**src/tce_cfg.svh**
```systemverilog
// Purpose: offsets, field positions, reset values and counts of the timer block
// Assumes: plain register port, 16-bit data, word index addresses
// Notes: definitions only, no logic
//
// Summary of operation
// - free-running mode without single input captures both inputs independently
// - free-running and restart modes: input a edge copies count into capture b
// - free-running mode without single input: input b edge copies count into capture a
// - edge field picks rising, falling or both
// - input a edge needs two equal samples
// - single-input mode, free-running or restart: opposite a edge loads capture a
// - single-input mode, both edges selected: no edge loads capture a
// - restart mode: capture, clear counter, keep counting
// - event mode counts each selected, filtered input a edge
// - event mode: match with capture a clears, interrupts
// - square mode: enable and toggle bits invert pin
`ifndef TCE_CFG_SVH
`define TCE_CFG_SVH

// bus geometry
`define TCE_ADDR_W 4
`define TCE_DATA_W 16

// register word offsets
`define TCE_OFS_COUNT 4'h0
`define TCE_OFS_CCA 4'h1
`define TCE_OFS_CCB 4'h2
`define TCE_OFS_MODE 4'h3
`define TCE_OFS_CAPCTL 4'h4
`define TCE_OFS_EDGE 4'h5
`define TCE_OFS_OUTCTL 4'h6
`define TCE_OFS_SCS 4'h7
`define TCE_OFS_IRQ_STAT 4'h8
`define TCE_OFS_IRQ_MASK 4'h9

// field positions
`define TCE_ES_A_LO 2
`define TCE_ES_B_LO 4
`define TCE_OE_BIT 0
`define TCE_TOG_BIT 1
`define TCE_SINGLE_BIT 0

// field widths
`define TCE_MODE_W 3
`define TCE_SCS_W 2
`define TCE_DIV_W 3

// reset values
`define TCE_MODE_RST 3'h0
`define TCE_EDGE_RST 2'h0
`define TCE_SCS_RST 2'h0
`define TCE_IRQ_RST 3'h0

`endif

```
**src/tce_pkg.sv**
```systemverilog
// Purpose: types shared by the timer block
// Assumes: nothing beyond the cfg header
// Notes: the hit decoder is used by both inputs, the opposite-edge decoder by input a only
`default_nettype none
package tce_pkg;

  // counter operating modes
  typedef enum logic [2:0] {
    MODE_STOP = 3'b000,
    MODE_FREE = 3'b001,
    MODE_RESTART = 3'b010,
    MODE_EVENT = 3'b011,
    MODE_SQUARE = 3'b100
  } tce_mode_t;

  // valid edge selection codes
  typedef enum logic [1:0] {
    EDGE_FALL = 2'b00,
    EDGE_RISE = 2'b01,
    EDGE_NONE = 2'b10,
    EDGE_BOTH = 2'b11
  } tce_edge_t;

  // filtered edge pulses of one input
  typedef struct packed {
    logic rise;
    logic fall;
  } tce_edge_ev_t;

  // interrupt status and mask layout
  typedef struct packed {
    logic match;
    logic cap_b;
    logic cap_a;
  } tce_irq_t;

  // edge selected by the field was seen
  function automatic logic tce_edge_hit(input tce_edge_t sel, input tce_edge_ev_t ev);
    case (sel)
      EDGE_FALL: tce_edge_hit = ev.fall;
      EDGE_RISE: tce_edge_hit = ev.rise;
      EDGE_BOTH: tce_edge_hit = ev.rise | ev.fall;
      default: tce_edge_hit = 1'b0;
    endcase
  endfunction : tce_edge_hit

  // edge opposite to the selected one; none when both are selected
  function automatic logic tce_edge_opp(input tce_edge_t sel, input tce_edge_ev_t ev);
    case (sel)
      EDGE_FALL: tce_edge_opp = ev.rise;
      EDGE_RISE: tce_edge_opp = ev.fall;
      default: tce_edge_opp = 1'b0;
    endcase
  endfunction : tce_edge_opp

endpackage : tce_pkg
`default_nettype wire

```
**src/tce_timer.sv**
```systemverilog
// Purpose: 16-bit timer with two capture/compare registers and square output
// Assumes: one clock, synchronous active-high reset, synchronous pins
// Notes: registers sit on a plain strobe port with read data one cycle later
//
// Added by the designer: the plain strobed port and the placing of the registers.
`timescale 1ns/1ps
`default_nettype none
`include "tce_cfg.svh"
module tce_timer
  import tce_pkg::*;
#(
  parameter int CNT_W = 16
) (
  input wire logic I_CORE_CLK,
  input wire logic I_SRST,
  input wire logic [`TCE_ADDR_W-1:0] I_ADDR,
  input wire logic [`TCE_DATA_W-1:0] I_WDATA,
  input wire logic I_WR,
  input wire logic I_RD,
  output logic [`TCE_DATA_W-1:0] O_RDATA,
  input wire logic I_TRIG_A,
  input wire logic I_TRIG_B,
  output logic O_TIMER_OUT,
  output logic O_IRQ
);

  ////////////////////////////////////////////////////////////////////////////
  // elaboration check
  generate
    if (CNT_W < 2 || CNT_W > `TCE_DATA_W) begin : g_bad_width
      $error("counter width must fit the data bus");
    end
  endgenerate

  ////////////////////////////////////////////////////////////////////////////
  // declarations
  logic [CNT_W-1:0] count; // main_count_register
  logic [CNT_W-1:0] next_count; // counter next value
  logic [CNT_W-1:0] cc_a; // compare_capture_a
  logic [CNT_W-1:0] cc_b; // compare_capture_b
  logic [`TCE_MODE_W-1:0] mode_reg; // timer_mode_register
  logic single_in; // capture_control_register bit
  tce_edge_t es_a; // edge_select_a field
  tce_edge_t es_b; // edge_select_b field
  logic oe_bit; // output_enable_bit
  logic tog_bit; // toggle_on_match_bit
  logic [`TCE_SCS_W-1:0] sample_rate_select; // sample_rate_select
  tce_irq_t irq_stat; // sticky status
  tce_irq_t irq_mask; // enable mask
  tce_irq_t irq_set; // this cycle's events
  logic [`TCE_DIV_W-1:0] div_cnt; // sample divider
  logic [`TCE_DIV_W-1:0] div_last; // divider terminal value
  logic smp_tick; // sample enable for input a
  tce_edge_ev_t ev_a; // filtered edges of input a
  tce_edge_ev_t ev_b; // filtered edges of input b
  tce_mode_t mode; // decoded mode
  logic running; // any counting mode
  logic meas; // capture modes
  logic hit_a; // valid edge on input a
  logic hit_b; // valid edge on input b
  logic opp_a; // opposite edge on input a
  logic match; // counter equals compare a
  logic match_evt; // match in a clearing mode
  logic cap_b_en; // load compare_capture_b
  logic cap_a_en; // load compare_capture_a
  logic [`TCE_DATA_W-1:0] rd_mux; // read data source

  // write strobe for one offset
  function automatic logic wr_at(input logic [`TCE_ADDR_W-1:0] ofs);
    wr_at = I_WR && (I_ADDR == ofs);
  endfunction : wr_at

  ////////////////////////////////////////////////////////////////////////////
  // sample clock divider: period of 2 to the power sample_rate_select cycles
  assign div_last = `TCE_DIV_W'((1 << sample_rate_select) - 1);
  assign smp_tick = (div_cnt == div_last);

  always_ff @(posedge I_CORE_CLK) begin
    if (I_SRST) begin
      div_cnt <= '0;
    end else if (smp_tick) begin
      div_cnt <= '0;
    end else begin
      div_cnt <= div_cnt + 1'b1;
    end
  end

  ////////////////////////////////////////////////////////////////////////////
  // input filters; input b is sampled every cycle, still two samples deep
  tce_filter u_filt_a (
    .i_clk(I_CORE_CLK),
    .i_srst(I_SRST),
    .i_tick(smp_tick),
    .i_pin(I_TRIG_A),
    .o_ev(ev_a)
  );

  tce_filter u_filt_b (
    .i_clk(I_CORE_CLK),
    .i_srst(I_SRST),
    .i_tick(1'b1),
    .i_pin(I_TRIG_B),
    .o_ev(ev_b)
  );

  ////////////////////////////////////////////////////////////////////////////
  // event decode
  always_comb begin
    mode = tce_mode_t'(mode_reg);
    unique case (mode)
      MODE_FREE, MODE_RESTART: begin
        running = 1'b1;
        meas = 1'b1;
      end
      MODE_EVENT, MODE_SQUARE: begin
        running = 1'b1;
        meas = 1'b0;
      end
      // stop and the unused codes hold the counter at zero
      default: begin
        running = 1'b0;
        meas = 1'b0;
      end
    endcase
  end

  assign hit_a = tce_edge_hit(es_a, ev_a);
  assign hit_b = tce_edge_hit(es_b, ev_b);
  // opposite-edge decode yields nothing when both edges are selected
  assign opp_a = tce_edge_opp(es_a, ev_a);
  assign match = (count == cc_a);
  assign match_evt = match && (mode == MODE_EVENT || mode == MODE_SQUARE);

  // in free-running mode without single input both inputs own a capture path, so two widths run at once
  assign cap_b_en = meas && hit_a;
  assign cap_a_en = meas && (single_in ? opp_a : (mode == MODE_FREE && hit_b));

  ////////////////////////////////////////////////////////////////////////////
  // counter next value
  always_comb begin
    next_count = count;
    unique case (mode)
      MODE_FREE: begin
        next_count = count + 1'b1;
      end
      MODE_RESTART: begin
        // capture and clear land together at the next edge, count resumes after
        next_count = hit_a ? '0 : count + 1'b1;
      end
      MODE_EVENT: begin
        if (match) begin
          // an edge in the clearing cycle is kept as the first count
          next_count = {{(CNT_W-1){1'b0}}, hit_a};
        end else if (hit_a) begin
          next_count = count + 1'b1;
        end
      end
      MODE_SQUARE: begin
        next_count = match ? '0 : count + 1'b1;
      end
      default: begin
        next_count = '0;
      end
    endcase
  end

  // counter register; software only reads it
  always_ff @(posedge I_CORE_CLK) begin
    if (I_SRST) begin
      count <= '0;
    end else begin
      count <= next_count;
    end
  end

  ////////////////////////////////////////////////////////////////////////////
  // capture/compare registers; a capture beats a software write
  always_ff @(posedge I_CORE_CLK) begin
    if (I_SRST) begin
      cc_a <= '0;
    end else if (cap_a_en) begin
      cc_a <= count;
    end else if (wr_at(`TCE_OFS_CCA)) begin
      cc_a <= I_WDATA[CNT_W-1:0];
    end
  end

  always_ff @(posedge I_CORE_CLK) begin
    if (I_SRST) begin
      cc_b <= '0;
    end else if (cap_b_en) begin
      cc_b <= count;
    end else if (wr_at(`TCE_OFS_CCB)) begin
      cc_b <= I_WDATA[CNT_W-1:0];
    end
  end

  ////////////////////////////////////////////////////////////////////////////
  // control registers
  always_ff @(posedge I_CORE_CLK) begin
    if (I_SRST) begin
      mode_reg <= `TCE_MODE_RST;
      single_in <= 1'b0;
      es_a <= tce_edge_t'(`TCE_EDGE_RST);
      es_b <= tce_edge_t'(`TCE_EDGE_RST);
      oe_bit <= 1'b0;
      tog_bit <= 1'b0;
      sample_rate_select <= `TCE_SCS_RST;
    end else if (I_WR) begin
      unique case (I_ADDR)
        `TCE_OFS_MODE: mode_reg <= I_WDATA[`TCE_MODE_W-1:0];
        `TCE_OFS_CAPCTL: single_in <= I_WDATA[`TCE_SINGLE_BIT];
        `TCE_OFS_EDGE: begin
          es_a <= tce_edge_t'(I_WDATA[`TCE_ES_A_LO +: 2]);
          es_b <= tce_edge_t'(I_WDATA[`TCE_ES_B_LO +: 2]);
        end
        `TCE_OFS_OUTCTL: begin
          oe_bit <= I_WDATA[`TCE_OE_BIT];
          tog_bit <= I_WDATA[`TCE_TOG_BIT];
        end
        `TCE_OFS_SCS: sample_rate_select <= I_WDATA[`TCE_SCS_W-1:0];
        // other offsets carry no control state
        default: begin
        end
      endcase
    end
  end

  ////////////////////////////////////////////////////////////////////////////
  // square output; the pin rests low while the output is disabled
  always_ff @(posedge I_CORE_CLK) begin
    if (I_SRST || !oe_bit) begin
      O_TIMER_OUT <= 1'b0;
    end else if (mode == MODE_SQUARE && match && tog_bit) begin
      O_TIMER_OUT <= !O_TIMER_OUT;
    end
  end

  ////////////////////////////////////////////////////////////////////////////
  // interrupts: sticky status, write one to clear, set wins over clear
  assign irq_set.cap_a = running && hit_a;
  assign irq_set.cap_b = running && hit_b;
  assign irq_set.match = match_evt;

  always_ff @(posedge I_CORE_CLK) begin
    if (I_SRST) begin
      irq_stat <= `TCE_IRQ_RST;
    end else if (wr_at(`TCE_OFS_IRQ_STAT)) begin
      irq_stat <= (irq_stat & ~tce_irq_t'(I_WDATA[2:0])) | irq_set;
    end else begin
      irq_stat <= irq_stat | irq_set;
    end
  end

  always_ff @(posedge I_CORE_CLK) begin
    if (I_SRST) begin
      irq_mask <= `TCE_IRQ_RST;
    end else if (wr_at(`TCE_OFS_IRQ_MASK)) begin
      irq_mask <= tce_irq_t'(I_WDATA[2:0]);
    end
  end

  // level output built from flops only
  assign O_IRQ = |(irq_stat & irq_mask);

  ////////////////////////////////////////////////////////////////////////////
  // read path; unmapped offsets read zero
  always_comb begin
    unique case (I_ADDR)
      `TCE_OFS_COUNT: rd_mux = `TCE_DATA_W'(count);
      `TCE_OFS_CCA: rd_mux = `TCE_DATA_W'(cc_a);
      `TCE_OFS_CCB: rd_mux = `TCE_DATA_W'(cc_b);
      `TCE_OFS_MODE: rd_mux = `TCE_DATA_W'(mode_reg);
      `TCE_OFS_CAPCTL: rd_mux = `TCE_DATA_W'(single_in);
      `TCE_OFS_EDGE: rd_mux = `TCE_DATA_W'({es_b, es_a, 2'h0});
      `TCE_OFS_OUTCTL: rd_mux = `TCE_DATA_W'({tog_bit, oe_bit});
      `TCE_OFS_SCS: rd_mux = `TCE_DATA_W'(sample_rate_select);
      `TCE_OFS_IRQ_STAT: rd_mux = `TCE_DATA_W'(irq_stat);
      `TCE_OFS_IRQ_MASK: rd_mux = `TCE_DATA_W'(irq_mask);
      default: rd_mux = '0;
    endcase
  end

  // data stands only in the cycle after the read strobe
  always_ff @(posedge I_CORE_CLK) begin
    if (I_SRST || !I_RD) begin
      O_RDATA <= '0;
    end else begin
      O_RDATA <= rd_mux;
    end
  end
endmodule : tce_timer
`default_nettype wire

```
**src/tce_filter.sv**
```systemverilog
// Purpose: sampled noise filter and edge detector for one trigger input
// Assumes: pin is synchronous to the clock
// Notes: a new level is accepted only when two successive samples agree
`timescale 1ns/1ps
`default_nettype none
module tce_filter
  import tce_pkg::*;
(
  input wire logic i_clk,
  input wire logic i_srst,
  input wire logic i_tick,
  input wire logic i_pin,
  output tce_edge_ev_t o_ev
);

  logic smp; // previous sample
  logic lvl; // accepted level

  ////////////////////////////////////////////////////////////////////////////
  // sample register and accepted level
  always_ff @(posedge i_clk) begin
    if (i_srst) begin
      smp <= 1'b0;
      lvl <= 1'b0;
    end else if (i_tick) begin
      smp <= i_pin;
      // two equal samples move the level; a one-sample glitch does not
      if (i_pin == smp) begin
        lvl <= i_pin;
      end
    end
  end

  // edge pulses, one cycle each, registered
  always_ff @(posedge i_clk) begin
    if (i_srst) begin
      o_ev <= '0;
    end else begin
      o_ev.rise <= i_tick && i_pin && smp && !lvl;
      o_ev.fall <= i_tick && !i_pin && !smp && lvl;
    end
  end
endmodule : tce_filter
`default_nettype wire

```
**config.mk**
```make
export PLATFORM = sky130hd
export DESIGN_NAME = tce_timer
export DESIGN_NICKNAME = d
export VERILOG_FILES = /design/src/tce_pkg.sv /design/src/tce_timer.sv /design/src/tce_filter.sv
export VERILOG_INCLUDE_DIRS = /design/src /design/src/src
export SDC_FILE = /design/constraint.sdc
export NUM_CORES = 1
export LEC_CHECK = 0
export ABC_AREA = 1
export BUFFER_PORTS_ARGS = -buffer_cell sky130_fd_sc_hd__buf_4
export CAP_MARGIN = 20
export CORE_ASPECT_RATIO = 0.9
export CORE_MARGIN = 1.5
export CORE_UTILIZATION = 59
export CTS_CLUSTER_SIZE = 30
export DETAILED_ROUTE_END_ITERATION = 8
export GPL_ROUTABILITY_DRIVEN = 0
export PLACE_DENSITY = 0.76
export SLEW_MARGIN = 0
export SYNTH_ARGS = -nofsm -noshare
export SYNTH_HDL_FRONTEND = slang
export SYNTH_SLANG_ARGS = --single-unit
```
**constraint.sdc**
```tcl
create_clock -name I_CORE_CLK -period 1.75 [get_ports I_CORE_CLK]
set_input_delay 0.175 -clock I_CORE_CLK [delete_from_list [all_inputs] [get_ports I_CORE_CLK]]
set_output_delay 0.175 -clock I_CORE_CLK [all_outputs]
set_load 0.1 [all_outputs]
```
==> results of run 1 <==
[critical path, delay by kind of cell, from the launching register on]
| family | cells | cell delay [ns] |
|---|---|---|
| buffers and inverters | 2 | 0.21 |
| and+or+nand+nor | 7 | 0.97 |
| DFF | 1 | 0.41 |
[final cells by class]
cell class	instances	share of cell area (%)
Clock inverter	6	1.58
Inverter	88	5.72
Clock buffer	10	2.38
Timing Repair Buffer	82	11.5
Tap cell	99	2.14
Multi-Input combinational cell	494	43.7
Sequential cell	94	32.9
[worst paths after layout]
path | start | to
worst min register to register | u_filt_a.lvl$_SDFFE_PP0P_ | u_filt_a.o_ev[1]$_SDFF_PP0_
worst max-delay path | count[7]$_SDFFE_PP0P_ | count[14]$_SDFFE_PP0P_
worst min-delay path | I_TRIG_B | u_filt_b.smp$_SDFF_PP0_
worst max register to register | count[7]$_SDFFE_PP0P_ | count[14]$_SDFFE_PP0P_
[repair_timing]
item,4_1_cts,5_1_grt
setup endpoints to repair,4,32
gates resized for setup,3,18
hold buffers,0,0
pin swaps,1,5
cloned,0,1
buffers inserted,1,8
[through the flow]
step	power (mW)	util, %
5_1_grt	4.32	72.3
4_1_cts	4.20	70.8
6_report	4.19	72.3
3_5_place_dp	2.56	67.8
2_1_floorplan	2.42	-
3_3_place_gp	2.55	67.8
[cell families after synthesis]
group | count (synthesis) | synth area share, %
buffers and inverters | 113 | 9.86
XOR/XNOR | 4 | 0.723
AO/OA/AOI/OAI | 138 | 17.7
flip-flops | 94 | 38.8
adder cells (fa/ha/maj) | 4 | 1.03
AND/OR/NAND/NOR | 347 | 31.9
[Yosys cell counts]
master / count
nor4_4: 1
o221ai_1: 11
nand2_2: 9
nand3_2: 5
o22ai_1: 7
nand2_1: 203
a311oi_1: 16
a21oi_2: 6
buf_2: 5
clkinv_1: 1
nand3_1: 28
dfxtp_1: 94
o211ai_1: 1
nor4_1: 3
a211oi_1: 4
xor2_1: 1
ha_1: 4
a21boi_0: 1
and3_1: 1
a21oi_1: 36
nor3_2: 3
o21ai_0: 47
buf_1: 2
buf_4: 2
nand4_1: 4
nor3_1: 9
buf_6: 1
nor2_2: 7
nand2_4: 1
nand2_8: 1
a221oi_1: 4
nor2_1: 66
clkbuf_1: 13
buf_12: 2
o2111ai_1: 1
o21ai_1: 4
inv_1: 72
inv_2: 15
nor2_4: 6
xnor2_1: 3
[layer usage]
metal,vias to the layer above,wire length (um),part of all wire [%]
li1,2444,-,-
met1,2254,6030,43
met5,-,0,0
met4,0,229,1.6
met3,27,1720,12
met2,293,5930,43
[power groups by stage]
stage	combinational (mW)	clock (mW)	sequential, mW
6_report	0.340	1.67	2.18
5_1_grt	0.370	1.77	2.18
4_1_cts	0.324	1.69	2.18
3_5_place_dp	0.321	0	2.23
3_3_place_gp	0.314	0	2.23
2_1_floorplan	0.187	0	2.23
==> impl_metrics.toml, run 1 <==
[worst_hold_path]
min_path_cells = 3
hp-class = "in2reg"

[placed_design]
pre_cts_slack_ns = -0.00569
port_buffers = 43
placed_area_sq_um = 5420
dp.cells = 847
dpl.hpwl_um = 9720

[synthesis]
synth.avg_cell_area_sq_um = 6.92
synthCells = 700
synthesis.nets = 730
synth_cell_types = 40
synth_area_leaders = "dfxtp_1, nand2_1, inv_1, nor2_1, o21ai_0"
yosys.area.top_type_share_pct = 38.8
syn-cell-area_sq_um = 4850
ys_ff_latch = 94
ys_warn_count = 0
synth_top_area_cell = "dfxtp_1"
ys_seq_area_share_pct = 38.8

[drt]
drtIter0Drc = 451
drc = 0
routed_via_density = 5.75
firstDrtPassIters = 5
drtAntennaViolNets = 0
via_count = 5018
wirelength_um = 13900
post_drt_wl_per_cell_um = 15.9

[clocking]
numCtsBuffers = 9
clk_pin_slew_ns = 0.10
clkSinkCount = 94
cts_root_buffer = "clkbuf_8"
htree_levels = 3
cts_tree = "yes"
clock_path_buffers = 2
clk_latency_ns = 0.37

[final_layout]
multi_input_area_sq_um = 2530
finish.instance_area_sq_um = 5780
final_nets = 799
final_common_cell = "nand2_1"
syn_to_final_growth_pct = 19.2
final_cell_count_no_fill = 873
nFillCells = 662
regArea_sq_um = 1900
final_cell_mix = "nand2_1, dfxtp_1, buf_4, inv_1, nor2_1"
drive_above_1_share_pct = 21.7
diodes = 0

[pwr]
p_leak_nw = 2.41
seqPwrFrac_pct = 52.1
sw_frac_of_total_pct = 25.1
p_int_mw = 3.13
p_per_area_nw_per_um2 = 725
comb_power_share_pct = 8.1
ir_drop_mv = 0.637
p_sw_mw = 1.05
clkPwrFrac_pct = 39.8

[sta]
finalCritPeriodShare_pct = 94.8
hold_slack_ns = 0.0535
slew_headroom_pct = 54.6
rsz0062_at_grt = "true"
clock_skew_ns = 0.0118
worst_slew_pin_slew_ns = 0.681
fmax_mhz = 603
drv_slew = 0
tns_ns = 0
min_period_ns = 1.66
hold_violations = 0
setup_violations = 0
post-route-worst-setup-slack_ns = 0.0913

[run]
max-cap-violations = 0

[run_status]
run_status = "completed"

[global_route]
grtUsageTotal_pct = 32.5
grt_pass1_vias = 4598
grt_pass1_wl_um = 22400
overflow = 0
grt_use_met3_pct = 9.77
use_met1_pct = 44.8
grt_util_met2_pct = 50.2
grt_max_degree = 35
antenna_found_initial = 0
top_usage_layer = "met2"

[die]
initial_core_util_pct = 60.7
die_w_um = 98.5
io_pins = 44
dieArea_sq_um = 8770
fp.dieH_um = 89.0
core_area_sq_um = 7990
num_rows = 31

[critical_path]
worstRegToRegCells = 9
start_kind = "flop"
cpMostUsedCell = "nand2_1"
max_stage_delay_ns = 0.41
path_cells = "inv_2, buf_4, nor3_1, nand2_1, nor2_2, nand2_1, nand2_1, nand2_1, nor2_1"
end_kind = "flop"
crit_type = "reg2reg"
cp.arrival_ns = 1.96
cp_slowest_cell = "dfxtp_1"
rrSetupSlack_ns = 0.09
crit_fanout = 7
cp.required_ns = 2.05
No activity file was read; power rests on OpenSTA's default activity.
==> inputs of run 2 (changes only) <==
--- a/config.mk
+++ b/config.mk
@@ -6,7 +6,6 @@
 export SDC_FILE = /design/constraint.sdc
 export NUM_CORES = 1
 export LEC_CHECK = 0
-export ABC_AREA = 1
 export BUFFER_PORTS_ARGS = -buffer_cell sky130_fd_sc_hd__buf_4
 export CAP_MARGIN = 20
 export CORE_ASPECT_RATIO = 0.9
==> run 2 against run 1 <==
  * The flow now finishes with violations (setup timing)
  * Non-clock buffer count grew 52
  * First-iteration DRC count rose by 74%
  * Critical path depth shrank 2
==> impl_metrics.toml, run 2 <==
[clocking]
numCtsBuffers = 9
hold_buffers = 0
clk_pin_slew_ns = 0.10
htree_levels = 3
clock_path_buffers = 2
cts_tree = "yes"
clk_latency_ns = 0.39
clkSinkCount = 94
cts_root_buffer = "clkbuf_8"

[critical_path]
r2r-start = "count[0]$_SDFFE_PP0P_"
setup.worst_path.start = "count[0]$_SDFFE_PP0P_"
endpoint = "count[15]$_SDFFE_PP0P_"
worstRegToRegCells = 7
rrSetupSlack_ns = -0.54
cp.arrival_ns = 2.54
end_kind = "flop"
cp.required_ns = 2.01
crit_type = "reg2reg"
start_kind = "flop"
reg2reg_to = "count[15]$_SDFFE_PP0P_"
crit_fanout = 6

[synthesis]
synth_top_area_cell = "dfxtp_1"
syn-cell-area_sq_um = 4700
yosys.area.top_type_share_pct = 40.1
synthFlopType = "dfxtp_1"
synthesis.nets = 592
synth_cell_types = 53
ys_warn_count = 0
synthCells = 562
synth_enable_flop_cells = 0
synth_common_cells = "dfxtp_1, nor2_1, nand2_1"
ys_ff_latch = 94
synth_area_leaders = "dfxtp_1, nor2_1, mux2i_1, nand2_1, a21oi_1"
yosysMostFrequentCell = "dfxtp_1"
ys_seq_area_share_pct = 40.1
async_reset_ff_share_pct = 0
synth.avg_cell_area_sq_um = 8.36

[sta]
slew_headroom_pct = 66.7
fmax_mhz = 437
min_period_ns = 2.29
setup_violations = 50
worst_slew_pin_slew_ns = 0.493
drv_slew = 0
rsz0062_at_grt = "true"
finalCritPeriodShare_pct = 131
clock_skew_ns = 0.0135
post-route-worst-setup-slack_ns = -0.537
hold_violations = 0
hold_slack_ns = 0.0560

[die]
io_pins = 44
dieArea_sq_um = 8510
initial_core_util_pct = 61.7
die_w_um = 97.1
num_rows = 30
fp.dieH_um = 87.7
core_area_sq_um = 7620

[drt]
firstDrtPassIters = 6
post_drt_wl_per_cell_um = 23.7
via_count = 5323
routed_via_density = 6.97
drtAntennaViolNets = 0
wirelength_um = 18100
drc = 0
drtIter0Drc = 783

[pwr]
ir_drop_mv = 0.514
p_per_area_nw_per_um2 = 654
p_leak_nw = 2.50

[final_layout]
diodes = 0
syn_to_final_growth_pct = 35.8
final_nets = 693
final_cell_mix = "buf_4, dfxtp_1, nor2_1, nand2_1, a21oi_1"
regArea_sq_um = 1910
final_util_pct = 83.8
final_cell_count_no_fill = 764
nFillCells = 445
final_common_cell = "buf_4"
multi_input_area_sq_um = 2950
drive_above_1_share_pct = 36.2
finish.instance_area_sq_um = 6380

[run_status]
run_status = "finished, violations left"
violations = "setup timing"

[placed_design]
pre_cts_slack_ns = -0.300
placed_area_sq_um = 5500
dpl.hpwl_um = 9430
dp.cells = 722
port_buffers = 43

[global_route]
grt_pass1_vias = 4667
grt_max_degree = 44
overflow = 0
antenna_found_initial = 0
grtUsageTotal_pct = 36.5
grt_pass1_wl_um = 24200

[worst_hold_path]
worstHoldStart = "I_TRIG_A"
min_path_cells = 4
hp-class = "in2reg"

[run]
max-cap-violations = 0
[run 2: stage by stage]
stage | power, mW | setup TNS [ns]
3_5_place_dp | 2.55 | -4.32
3_3_place_gp | 2.54 | -1.57
4_1_cts | 4.10 | -3.48
6_report | 4.17 | -9.60
5_1_grt | 4.26 | -11.18
2_1_floorplan | 2.40 | -0.789
[run 2: cell families (layout without fill, tap and decap cells)]
logic type	Yosys count	count (layout)	synth area share [%]
AOI/OAI and AO/OA	125	125	17.9
xor gates and xnor gates	27	27	5.03
adders and majority gates	4	4	1.07
buffers and inverters	55	160	5.14
DFF	94	94	40.1
muxes	38	38	8.95
and+or+nand+nor	219	220	21.9
[run 2: layout make-up]
class | count | area share (%)
Clock inverter | 4 | 0.843
Sequential cell | 94 | 29.9
Multi-Input combinational cell | 414 | 46.2
Timing Repair Buffer | 134 | 18.1
Tap cell | 96 | 1.88
Inverter | 10 | 0.588
Clock buffer | 12 | 2.59
[run 2: timing repair]
item / 4_1_cts / 5_1_grt
cloned: 3 / 4
setup buffers: 10 / 12
resized for setup: 39 / 70
setup endpoints to repair: 33 / 50
pin swaps: 15 / 31
[run 2: report_power, final]
group	internal (mW)	switching (mW)
Combinational	0.154	0.237
Clock	0.780	0.824
Sequential	2.16	0.0226
[run 2: how the worst min path moves through the flow]
stage	endpoint
floorplan	u_filt_a.o_ev[1]$_SDFF_PP0_
global placement	u_filt_b.lvl$_SDFFE_PP0N_
detailed placement	u_filt_b.o_ev[1]$_SDFF_PP0_
CTS	u_filt_a.o_ev[1]$_SDFF_PP0_
global route	es_a[1]$_SDFFE_PP0P_
finish	u_filt_a.o_ev[0]$_SDFF_PP0_
[run 2: critical path: stages, from the launching register on]
cell and delay [ns]:
dfxtp_1 0.37, xor2_1 0.17, nor4_2 0.34, nand4_1 0.24, and2_4 0.26, buf_6 0.13
o41ai_1 0.51, a21oi_1 0.14
[run 2: metal layers]
metal  GRT usage, %  vias up  part of all wire, %
met5              0        -                    0
met4           13.6        0                  5.5
met3           11.3      120                   14
met2           56.1      500                   43
met1           48.7     2499                   37
li1               -     2204                    -
